[src/rxpm_pkg.sv]
// Purpose: constants for the receive pattern mask and start configuration bank
// Assumes: 16-bit management words, word-addressed register space
// Notes: one clock, synchronous active-high reset
`default_nettype none
package rxpm_pkg;

	localparam int DATA_W     = 16;
	localparam int ADDR_W     = 16;
	localparam int DEV_W      = 5;
	localparam int MASK_REGS  = 4;
	localparam int PAT_BYTES  = MASK_REGS * DATA_W;
	localparam int IDX_W      = 6;

	// register offsets in the main space
	localparam logic [ADDR_W-1:0] OFS_MASK_BASE   = 16'h04c8;
	localparam logic [ADDR_W-1:0] OFS_MASK_16_31  = 16'h04c9;
	localparam logic [ADDR_W-1:0] OFS_MASK_32_47  = 16'h04ca;
	localparam logic [ADDR_W-1:0] OFS_MASK_48_63  = 16'h04cb;
	localparam logic [ADDR_W-1:0] OFS_START       = 16'h04cc;
	localparam logic [ADDR_W-1:0] OFS_PIN_FUNC    = 16'h04e0;
	localparam logic [ADDR_W-1:0] OFS_LOW_PWR     = 16'h04e5;

	// device select that reaches the medium attachment area
	localparam logic [DEV_W-1:0]  DEV_PMA         = 5'h01;

	// field positions
	localparam int START_LSB = 0;
	localparam int START_W   = 6;
	localparam int CLKSEL_W  = 3;
	localparam int LPWR_LSB  = 8;
	localparam int LPWR_W    = 2;

	// reset values
	localparam logic [DATA_W-1:0]  RST_MASK  = 16'h0000;
	localparam logic [START_W-1:0] RST_START = 6'h00;
	localparam logic [DATA_W-1:0]  RST_LPWR  = 16'h00c3;

	// meaningful field codes
	localparam logic [START_W-1:0]  START_PAST_ADDR = 6'h0c;
	localparam logic [CLKSEL_W-1:0] CLKSEL_DATA     = 3'h0;
	localparam logic [CLKSEL_W-1:0] CLKSEL_CLK50    = 3'h3;
	localparam logic [LPWR_W-1:0]   LPWR_SCRAMBLED  = 2'h3;

	// clock output timing: 50 MHz from a 200 MHz clock, toggled every half period
	localparam int CLK_HZ        = 200_000_000;
	localparam int CLKOUT_HZ     = 50_000_000;
	localparam int CLKOUT_HALF   = CLK_HZ / (2 * CLKOUT_HZ);
	localparam int DIV_W         = 2;

endpackage
`default_nettype wire
[src/rxpm_byte_select.sv]
// Purpose: per-byte mask lookup and comparison window for a pattern byte index
// Assumes: index counts bytes after the frame delimiter from zero
// Notes: outputs registered, one cycle after the query
`timescale 1ns/1ps
`default_nettype none
module rxpm_byte_select
	import rxpm_pkg::*;
(
	// clock and reset
	input  wire logic                  clk,
	input  wire logic                  rst,
	// configuration
	input  wire logic [PAT_BYTES-1:0]  mask_flat,
	input  wire logic [START_W-1:0]    start_point,
	// query
	input  wire logic                  query_valid,
	input  wire logic [IDX_W-1:0]      byte_idx,
	// answer
	output logic                       ans_valid,
	output logic                       ans_masked,
	output logic                       ans_in_window
);

	typedef struct packed {
		logic valid;
		logic masked;
		logic in_window;
	} rxpm_sel_state_type;

	rxpm_sel_state_type st_r;
	rxpm_sel_state_type st_nxt;

	// flat bit i of register k is byte 16*k+i, so the index selects directly
	always_comb begin
		st_nxt           = st_r;
		st_nxt.valid     = query_valid;
		if (query_valid) begin
			st_nxt.masked    = mask_flat[byte_idx];
			st_nxt.in_window = (byte_idx >= start_point);
		end
	end

	always_ff @(posedge clk) begin
		if (rst) begin
			st_r <= '0;
		end else begin
			st_r <= st_nxt;
		end
	end

	assign ans_valid     = st_r.valid;
	assign ans_masked    = st_r.masked;
	assign ans_in_window = st_r.in_window;

endmodule
`default_nettype wire

[src/rxpm_config_bank.sv]
// Purpose: receive pattern mask, start point, pin clock and low power signal registers
// Assumes: management accesses arrive as one-cycle request strobes with device select
// Notes: device select 1 is forwarded to the medium attachment area, others hit this bank
`timescale 1ns/1ps
`default_nettype none
module rxpm_config_bank
	import rxpm_pkg::*;
(
	// clock and reset
	input  wire logic                  clk,
	input  wire logic                  rst,
	// strap sampled while reset is high
	input  wire logic [CLKSEL_W-1:0]   clksel_strap,
	// management request
	input  wire logic                  mgmt_req,
	input  wire logic                  mgmt_write,
	input  wire logic [DEV_W-1:0]      mmd_device_select,
	input  wire logic [ADDR_W-1:0]     mgmt_addr,
	input  wire logic [DATA_W-1:0]     mgmt_wdata,
	// management answer
	output logic                       mgmt_rvalid,
	output logic [DATA_W-1:0]          mgmt_rdata,
	// medium attachment area port
	output logic                       pma_req,
	output logic                       pma_write,
	output logic [ADDR_W-1:0]          pma_addr,
	output logic [DATA_W-1:0]          pma_wdata,
	input  wire logic                  pma_rvalid,
	input  wire logic [DATA_W-1:0]     pma_rdata,
	// configuration towards the compare engine
	output logic [PAT_BYTES-1:0]       pattern_mask,
	output logic [START_W-1:0]         compare_start,
	output logic                       low_power_signal_scrambled,
	output logic [LPWR_W-1:0]          low_power_signal_mode,
	// receive data bit three pin
	input  wire logic                  rx_data_bit_three_in,
	output logic                       receive_data_bit_three,
	output logic                       rmii_master_clk_en,
	// byte query from the compare engine
	input  wire logic                  byte_query_valid,
	input  wire logic [IDX_W-1:0]      byte_query_idx,
	output logic                       byte_ans_valid,
	output logic                       byte_ans_masked,
	output logic                       byte_ans_in_window
);

	////////////////////////////////////////////////////////////////////////////////

	typedef struct packed {
		logic [MASK_REGS-1:0][DATA_W-1:0] mask;
		logic [START_W-1:0]               start;
		logic [DATA_W-1:0]                pin_func;
		logic [DATA_W-1:0]                lpwr;
		logic                             rvalid;
		logic [DATA_W-1:0]                rdata;
		logic                             pma_req;
		logic                             pma_write;
		logic [ADDR_W-1:0]                pma_addr;
		logic [DATA_W-1:0]                pma_wdata;
		logic [DIV_W-1:0]                 div;
		logic                             clk50;
		logic                             pin;
		logic                             clk_en;
		logic                             lpwr_scr;
	} rxpm_bank_state_type;

	rxpm_bank_state_type st_r;
	rxpm_bank_state_type st_nxt;

	////////////////////////////////////////////////////////////////////////////////

	// mask register index from an address, or MASK_REGS when the address is no mask
	function automatic logic [2:0] mask_slot(input logic [ADDR_W-1:0] a);
		logic [ADDR_W-1:0] d;
		d = a - OFS_MASK_BASE;
		if (a >= OFS_MASK_BASE && d < ADDR_W'(MASK_REGS)) begin
			mask_slot = d[2:0];
		end else begin
			mask_slot = 3'(MASK_REGS);
		end
	endfunction

	// read value of the main space, zero for unmapped words
	function automatic logic [DATA_W-1:0] read_word(input rxpm_bank_state_type s,
	                                               input logic [ADDR_W-1:0] a);
		logic [2:0] k;
		k = mask_slot(a);
		read_word = '0;
		if (k != 3'(MASK_REGS)) begin
			read_word = s.mask[k[1:0]];
		end else if (a == OFS_START) begin
			read_word = {{(DATA_W-START_W){1'b0}}, s.start}; // upper bits read zero
		end else if (a == OFS_PIN_FUNC) begin
			read_word = s.pin_func;
		end else if (a == OFS_LOW_PWR) begin
			read_word = s.lpwr;
		end
	endfunction

	////////////////////////////////////////////////////////////////////////////////

	logic       to_pma;
	logic       to_bank;
	logic [2:0] wslot;

	assign to_pma  = mgmt_req && (mmd_device_select == DEV_PMA);
	assign to_bank = mgmt_req && (mmd_device_select != DEV_PMA);
	assign wslot   = mask_slot(mgmt_addr);

	// next state of the whole bank
	always_comb begin
		st_nxt           = st_r;
		st_nxt.rvalid    = 1'b0;
		st_nxt.pma_req   = 1'b0;

		// forward selected accesses untouched; the far area answers in its own time
		if (to_pma) begin
			st_nxt.pma_req   = 1'b1;
			st_nxt.pma_write = mgmt_write;
			st_nxt.pma_addr  = mgmt_addr;
			st_nxt.pma_wdata = mgmt_wdata;
		end
		if (pma_rvalid) begin
			st_nxt.rvalid = 1'b1;
			st_nxt.rdata  = pma_rdata;
		end

		// local writes; reads answer in the next cycle
		if (to_bank && mgmt_write) begin
			for (int k = 0; k < MASK_REGS; k++) begin
				if (wslot == 3'(k)) begin
					st_nxt.mask[k] = mgmt_wdata;
				end
			end
			if (mgmt_addr == OFS_START) begin
				st_nxt.start = mgmt_wdata[START_LSB +: START_W];
			end
			if (mgmt_addr == OFS_PIN_FUNC) begin
				st_nxt.pin_func = mgmt_wdata;
			end
			if (mgmt_addr == OFS_LOW_PWR) begin
				st_nxt.lpwr = mgmt_wdata;
			end
		end else if (to_bank) begin
			st_nxt.rvalid = 1'b1;
			st_nxt.rdata  = read_word(st_r, mgmt_addr);
		end

		// 50 MHz from the 200 MHz clock: flip every CLKOUT_HALF cycles
		if (st_r.div == DIV_W'(CLKOUT_HALF - 1)) begin
			st_nxt.div   = '0;
			st_nxt.clk50 = ~st_r.clk50;
		end else begin
			st_nxt.div = st_r.div + DIV_W'(1);
		end

		// pin function; codes other than the two known ones hold the data path
		st_nxt.clk_en = (st_r.pin_func[CLKSEL_W-1:0] == CLKSEL_CLK50);
		if (st_nxt.clk_en) begin
			st_nxt.pin = st_nxt.clk50;
		end else begin
			st_nxt.pin = rx_data_bit_three_in;
		end

		// only code 11 is defined; reserved codes leave the selector off
		st_nxt.lpwr_scr = (st_r.lpwr[LPWR_LSB +: LPWR_W] == LPWR_SCRAMBLED);
	end

	// register the bank; the strap is caught on the synchronous reset
	always_ff @(posedge clk) begin
		if (rst) begin
			st_r       <= '0;
			st_r.mask  <= {MASK_REGS{RST_MASK}};
			st_r.start <= RST_START;
			st_r.pin_func <= {{(DATA_W-CLKSEL_W){1'b0}}, clksel_strap};
			st_r.lpwr     <= RST_LPWR;
		end else begin
			st_r <= st_nxt;
		end
	end

	////////////////////////////////////////////////////////////////////////////////

	// per-byte lookup for the compare engine
	rxpm_byte_select u_sel (
		.clk           (clk),
		.rst           (rst),
		.mask_flat     (st_r.mask),
		.start_point   (st_r.start),
		.query_valid   (byte_query_valid),
		.byte_idx      (byte_query_idx),
		.ans_valid     (byte_ans_valid),
		.ans_masked    (byte_ans_masked),
		.ans_in_window (byte_ans_in_window)
	);

	// outputs straight from flip-flops
	assign mgmt_rvalid                = st_r.rvalid;
	assign mgmt_rdata                 = st_r.rdata;
	assign pma_req                    = st_r.pma_req;
	assign pma_write                  = st_r.pma_write;
	assign pma_addr                   = st_r.pma_addr;
	assign pma_wdata                  = st_r.pma_wdata;
	assign pattern_mask               = st_r.mask;
	assign compare_start              = st_r.start;
	assign low_power_signal_scrambled = st_r.lpwr_scr;
	assign low_power_signal_mode      = st_r.lpwr[LPWR_LSB +: LPWR_W];
	assign receive_data_bit_three     = st_r.pin;
	assign rmii_master_clk_en         = st_r.clk_en;

endmodule
`default_nettype wire

[config.mk]
export PLATFORM = sky130hd
export DESIGN_NAME = rxpm_config_bank
export DESIGN_NICKNAME = d
export VERILOG_FILES = /design/src/rxpm_pkg.sv /design/src/rxpm_byte_select.sv /design/src/rxpm_config_bank.sv
export SDC_FILE = /design/constraint.sdc
export NUM_CORES = 1
export LEC_CHECK = 0
export BUFFER_PORTS_ARGS = -buffer_cell sky130_fd_sc_hd__buf_2
export CORE_MARGIN = 2
export CORE_UTILIZATION = 59
export CTS_CLUSTER_SIZE = 12
export DETAILED_ROUTE_END_ITERATION = 12
export PLACE_DENSITY_LB_ADDON = 0.1
export SLEW_MARGIN = 30
export SYNTH_ARGS = -nofsm -noshare
export SYNTH_HDL_FRONTEND = slang
export SYNTH_SLANG_ARGS = --single-unit
[constraint.sdc]
create_clock -name clk -period 5.92 [get_ports clk]
set_input_delay 0.296 -clock clk [delete_from_list [all_inputs] [get_ports clk]]
set_output_delay 0.296 -clock clk [all_outputs]
set_load 0.05 [all_outputs]
==> results.py, run 1 <==
metrics = {
    "run_status": {
        "status": "complete, no violations",
    },
    "power_and_ir_drop": {
        "finalPower_mw": 2.41,
        "ir_drop_v": 0.000186,
        "p_per_area_mw_per_mm2": 262,
        "p_leak_nw": 4.29,
    },
    "placed_design": {
        "place_inst": 1115,
        "portBuffers": 197,
        "dpl_cell_area_mm2": 0.00859,
        "dp_hpwl_mm": 16.2,
        "globalplace.congestion": 0.899,
    },
    "logic_synthesis": {
        "synth_cell_types": 54,
        "synth_top_area_cell": "dfxtp_1",
        "synth.avg_cell_area_um2": 9.33,
        "synth_fp_nets": 992,
        "netlist_instances": 915,
        "synth-warning-count": 0,
        "syn_area_mm2": 0.00854,
        "synth-edff-count": 3,
        "async_flop_share_pct": 0,
        "synth_area_leaders": "dfxtp_1, mux2i_1, buf_4, mux4_2, nand2_1",
        "synth_top_area_share_pct": 37.3,
        "ys_seq_area_share_pct": 38.3,
        "yosys_most_used_dff": "dfxtp_1",
        "yosys_register_bits": 162,
    },
    "timing": {
        "hold_viol": 0,
        "slew_headroom_pct": 34.0,
        "fin_setup_tns_ns": 0,
        "slew_violations": 0,
        "fmax_ghz": 0.355,
        "setup_violations": 0,
        "rsz0062_at_grt": "false",
        "final.min_clock_period_ns": 2.82,
        "min_period_over_period_pct": 47.6,
        "skew_ns": 0.00756,
        "worst_pin_slew_ns": 0.982,
    },
    "floorplan": {
        "chipHeight_um": 124,
        "row_count": 43,
        "fp.dieW_um": 124,
        "core_area_mm2": 0.0140,
        "start_util_pct": 61.1,
        "dieArea_mm2": 0.0155,
        "boundaryPins": 198,
    },
    "worst_setup_path": {
        "end_kind": "register",
        "arrival_ns": 3.13,
        "start_kind": "input port",
        "required_ns": 6.23,
        "path_max_fanout": 16,
        "path_class": "input port to register",
    },
    "finish": {
        "layout-drive-gt1-share_pct": 29.1,
        "multi_input_comb_area_mm2": 0.00400,
        "n_fill_cell": 1186,
        "syn_to_final_growth_pct": 7.49,
        "seq_area_mm2": 0.00327,
        "nets": 1031,
        "layoutNonFillerInstCount": 1149,
        "finalInstanceArea_mm2": 0.00918,
        "utilization_pct": 65.6,
    },
    "worst_hold_path": {
        "hp-class": "input port to register",
    },
    "routing": {
        "via_per_inst": 5.87,
        "wl_per_cell_um": 19.0,
        "ant_nets": 0,
        "drt_iter0_drc": 822,
        "drc": 0,
        "first_pass_iters": 5,
        "totalWireLength_mm": 21.8,
        "vias": 6741,
    },
    "clocking": {
        "clkTransAtPathRegs_ns": 0.06,
        "clockBufferDepth": 2,
        "numCtsBuffers": 17,
        "post-cts-setup-buffer-count": 0,
        "cts_sinks": 162,
        "cts_tree": "done",
        "cts_root_buf": "clkbuf_16",
        "clock_latency_ns": 0.43,
        "cts_hold_buf": 0,
        "cts_max_level": 4,
        "cts_resized": 0,
    },
    "global_route": {
        "antenna_found_initial": 2,
        "overflow": 0,
        "grt_max_degree": 64,
        "grt_pass1_vias": 6362,
        "grt_first_pass_wirelength_mm": 34.9,
        "grt_usage_pct": 28.1,
    },
    "job": {
        "cap_violations": 0,
    },
}
worst max-delay path, cell delays in order:
cell	delay [ns]
buf_2	0.13
inv_1	0.08
ha_1	0.21
nand2b_4	0.08
a311o_1	0.41
a21bo_2	0.25
a2111oi_4	0.54
nand4_2	0.65
mux2i_1	0.40
nor2_1	0.07
where the power goes:
group,total (mW),internal (mW),switching (mW)
Combinational,0.221,0.0694,0.152
Sequential,1.12,1.11,0.00685
Clock,1.07,0.626,0.440
cells by family after synthesis:
family | count (synthesis) | synth area share, %
buf+inv | 196 | 14.9
xor+xnor | 2 | 0.205
compound gates | 130 | 10.7
simple gates | 291 | 15.8
flops | 162 | 38.3
mux | 126 | 18.9
fa+ha+maj | 8 | 1.17
layout by cell type, fill, tap and decap left out, types with 3 or more instances in the layout:
master | synthesis | layout
a2111oi_0 | 3 | 3
a211o_1 | 4 | 4
a211oi_1 | 8 | 8
a21o_1 | 5 | 5
a21oi_1 | 58 | 58
a221oi_1 | 23 | 23
a221oi_2 | 4 | 4
a22o_1 | 6 | 6
buf_2 | 5 | 196
buf_4 | 122 | 5
clkbuf_16 | 0 | 18
clkinv_2 | 0 | 4
dfxtp_1 | 159 | 159
edfxtp_1 | 3 | 3
ha_1 | 8 | 8
inv_1 | 14 | 14
mux2i_1 | 98 | 98
mux4_2 | 28 | 28
nand2_1 | 134 | 133
nand2b_1 | 9 | 9
nand3_1 | 14 | 14
nand4_2 | 4 | 4
nor2_1 | 88 | 88
nor2b_1 | 12 | 12
nor3_1 | 4 | 4
nor4_1 | 4 | 4
nor4_4 | 2 | 3
o21ai_0 | 7 | 7
metal layers:
layer  vias to the layer above  share of wire (%)  global-route usage, %
met5                         -                  0                      0
li1                       3151                  -                      -
met1                      3187                 45                   41.1
met4                         0                2.7                   10.2
met3                        54                8.8                   7.04
met2                       349                 43                   40.2
synthesized netlist by cell type (all sizes together), types with 10 or more instances:
| library cell | number |
|---|---|
| a21oi | 58 |
| a221oi | 27 |
| buf | 137 |
| clkbuf | 45 |
| dfxtp | 159 |
| inv | 14 |
| mux2i | 98 |
| mux4 | 28 |
| nand2 | 134 |
| nand2b | 10 |
| nand3 | 14 |
| nor2 | 88 |
| nor2b | 12 |
final timing paths:
kind	startpoint	end	slack (ns)	cells past startpoint
worst max-delay path	mgmt_addr[3]	pattern_mask[63]$_SDFFE_PP0P_	3.10	10
worst min-delay path	byte_query_valid	u_sel.ans_in_window$_SDFFE_PP0P_	0.09	2
worst max register to register	compare_start[0]$_SDFFE_PP0P_	u_sel.ans_in_window$_SDFFE_PP0P_	3.92	8
worst min register to register	st_r[4]$_SDFF_PP0_	st_r[4]$_SDFF_PP0_	0.43	1
final cells by class:
| class | instances | share of cell area, % |
|---|---|---|
| antenna | 2 | 0.0545 |
| timing repair buffer | 202 | 11.3 |
| inverter | 14 | 0.572 |
| clock inverter | 11 | 1.09 |
| clock buffer | 21 | 5.25 |
| tap | 180 | 2.45 |
| sequential | 162 | 35.7 |
| multi-input combinational | 557 | 43.6 |
stage by stage:
step,setup WS (ns),hold WS (ns)
6_report,3.10,0.0872
3_3_place_gp,2.78,0.412
4_1_cts,3.12,0.0748
5_1_grt,2.91,0.0778
3_5_place_dp,2.70,0.422
2_1_floorplan,3.34,0.380
registers in the layout, indices dropped and copies added, names as in the netlist, 2 cells and up:
name / cells
mgmt_rdata: 16
low_power_signal_mode: 2
pma_wdata: 16
st_r: 33
compare_start: 6
pma_addr: 16
pattern_mask: 64
Power figures use the tool's default switching activity.
==> run 2: changes to the inputs <==
--- a/config.mk
+++ b/config.mk
@@ -7,7 +7,7 @@
 export LEC_CHECK = 0
 export BUFFER_PORTS_ARGS = -buffer_cell sky130_fd_sc_hd__buf_2
 export CORE_MARGIN = 2
-export CORE_UTILIZATION = 59
+export CORE_UTILIZATION = 49
 export CTS_CLUSTER_SIZE = 12
 export DETAILED_ROUTE_END_ITERATION = 12
 export PLACE_DENSITY_LB_ADDON = 0.1
==> constraint.sdc (replaced) <==
create_clock -name clk -period 2.55 [get_ports clk]
set_input_delay 0.1275 -clock clk [delete_from_list [all_inputs] [get_ports clk]]
set_output_delay 0.1275 -clock clk [all_outputs]
set_load 0.05 [all_outputs]
==> run 2 against run 1 <==
- utilization is 8.2 points lower
- sequential power grew 130%
- cell count rose by 7.9%
- global-route usage down 2.9 points
- non-clock buffer count grew 47
- worst hold slack worse by 0.081 ns
- highest routed layer unchanged
==> results.py, run 2 (same netlist as run 1, synthesis figures left out) <==
metrics = {
    "worst_hold_path": {
        "hp-class": "input port to register",
    },
    "clocking": {
        "clock_latency_ns": 0.43,
        "numCtsBuffers": 17,
        "clkTransAtPathRegs_ns": 0.06,
        "cts_max_level": 4,
        "cts_root_buf": "clkbuf_16",
        "clockBufferDepth": 2,
        "cts_tree": "done",
        "cts_sinks": 162,
    },
    "global_route": {
        "antenna_found_initial": 1,
        "grt_first_pass_wirelength_mm": 35.8,
        "overflow": 0,
        "grt_usage_pct": 25.2,
        "grt_max_degree": 64,
        "grt_pass1_vias": 6287,
    },
    "worst_setup_path": {
        "end_kind": "register",
        "required_ns": 2.89,
        "path_class": "input port to register",
        "path_max_fanout": 8,
        "start_kind": "input port",
        "arrival_ns": 2.77,
    },
    "power_and_ir_drop": {
        "p_comb_share_pct": 9.6,
        "sw_frac_of_total_pct": 26.3,
        "p_seq_share_pct": 45.1,
        "p_per_area_mw_per_mm2": 583,
        "switchingPower_mw": 1.51,
        "power_frac_clock_pct": 45.3,
        "p_leak_nw": 4.60,
        "finalPower_mw": 5.75,
        "ir_drop_v": 0.000469,
        "intPower_mw": 4.24,
    },
    "finish": {
        "nets": 1078,
        "layout-drive-gt1-share_pct": 31.7,
        "syn_to_final_growth_pct": 15.6,
        "layout_common_cells": "buf_2, dfxtp_1, nand2_1",
        "finalInstanceArea_mm2": 0.00987,
        "largest_reg_flops": 64,
        "n_fill_cell": 1621,
        "final_common_cell": "buf_2",
    },
    "timing": {
        "min_period_over_period_pct": 95.5,
        "hold_viol": 0,
        "worst_pin_slew_ns": 0.724,
        "fmax_ghz": 0.411,
        "slew_headroom_pct": 51.6,
        "setup_violations": 0,
        "final.min_clock_period_ns": 2.44,
        "timing.hold.ws_ns": 0.00663,
        "setup_ws_ns": 0.114,
        "slew_violations": 0,
        "skew_ns": 0.00508,
        "rsz0062_at_grt": "false",
        "fin_setup_tns_ns": 0,
    },
    "floorplan": {
        "start_util_pct": 49.7,
        "dieArea_mm2": 0.0185,
        "core_area_mm2": 0.0172,
        "boundaryPins": 198,
        "chipHeight_um": 136,
        "row_count": 48,
        "fp.dieW_um": 136,
    },
    "routing": {
        "ant_nets": 0,
        "vias": 6726,
        "drc": 0,
        "drt_iter0_drc": 562,
        "wl_per_cell_um": 19.0,
        "via_per_inst": 5.42,
        "first_pass_iters": 7,
        "totalWireLength_mm": 23.5,
    },
    "placed_design": {
        "dpl_cell_area_mm2": 0.00895,
        "globalplace.congestion": 0.820,
        "dp_slack_ns": 0.0232,
        "dp_hpwl_mm": 16.5,
        "portBuffers": 197,
    },
    "job": {
        "cap_violations": 0,
    },
    "run_status": {
        "status": "complete, no violations",
    },
}
[run 2: power by group through the flow]
stage / sequential, mW / clock [mW] / combinational, mW
6_report: 2.59 / 2.61 / 0.551
5_1_grt: 2.60 / 2.76 / 0.597
4_1_cts: 2.59 / 2.65 / 0.546
3_5_place_dp: 2.65 / 0 / 0.529
3_3_place_gp: 2.65 / 0 / 0.525
2_1_floorplan: 2.67 / 0 / 0.350
[run 2: final timing paths]
path         depth (start not counted)                           endpoint                           from  slack (ns)
max                                  9          mgmt_rdata[10]$_SDFF_PP0_                  mgmt_addr[13]        0.11
min                                  4  receive_data_bit_three$_SDFF_PP0_           rx_data_bit_three_in       0.007
max reg2reg                          8   u_sel.ans_in_window$_SDFFE_PP0P_  compare_start[0]$_SDFFE_PP0P_        0.53
min reg2reg                          1                 st_r[4]$_SDFF_PP0_             st_r[4]$_SDFF_PP0_        0.43
[run 2: critical path: stages]
cell           delay [ns]
dlygate4sd3_1        0.57
or4_4                0.44
or4_4                0.47
buf_6                0.15
nor4_4               0.25
buf_4                0.20
clkbuf_16            0.16
a221oi_1             0.09
a221oi_1             0.31
[run 2: what timing repair did]
| item | CTS | global route |
|---|---|---|
| endpoints found under the hold margin | 15 | 0 |
| buffers inserted | 0 | 9 |
| hold buffers | 14 | 0 |
| setup endpoints to repair | 0 | 51 |
| gates resized for setup | 0 | 11 |
[run 2: through the flow]
step	std cells	util, %
after floorplan	915	-
after global placement	1184	52.1
after detailed placement	1184	52.1
after CTS	1230	56.4
after global routing	1240	57.5
final	1240	57.5
[run 2: routing by layer]
metal | GRT usage (%) | routed length, um | up-vias
met5 | 0 | 0 | -
met4 | 8.16 | 450 | 0
met3 | 5.85 | 1590 | 26
met2 | 35.7 | 10200 | 239
met1 | 37.6 | 11300 | 3208
li1 | - | - | 3253
[run 2: area by class of cell]
class                   count  area [um^2]  area share, %
multi-input cells         557         4040           41.0
flip-flops and latches    162         3270           33.2
repair buffers            249         1620           16.4
clock buffers              17          425           4.31
well taps                 225          282           2.85
clock inverters            15          174           1.76
inverters                  14         52.6          0.532
diodes                      1         2.50         0.0253
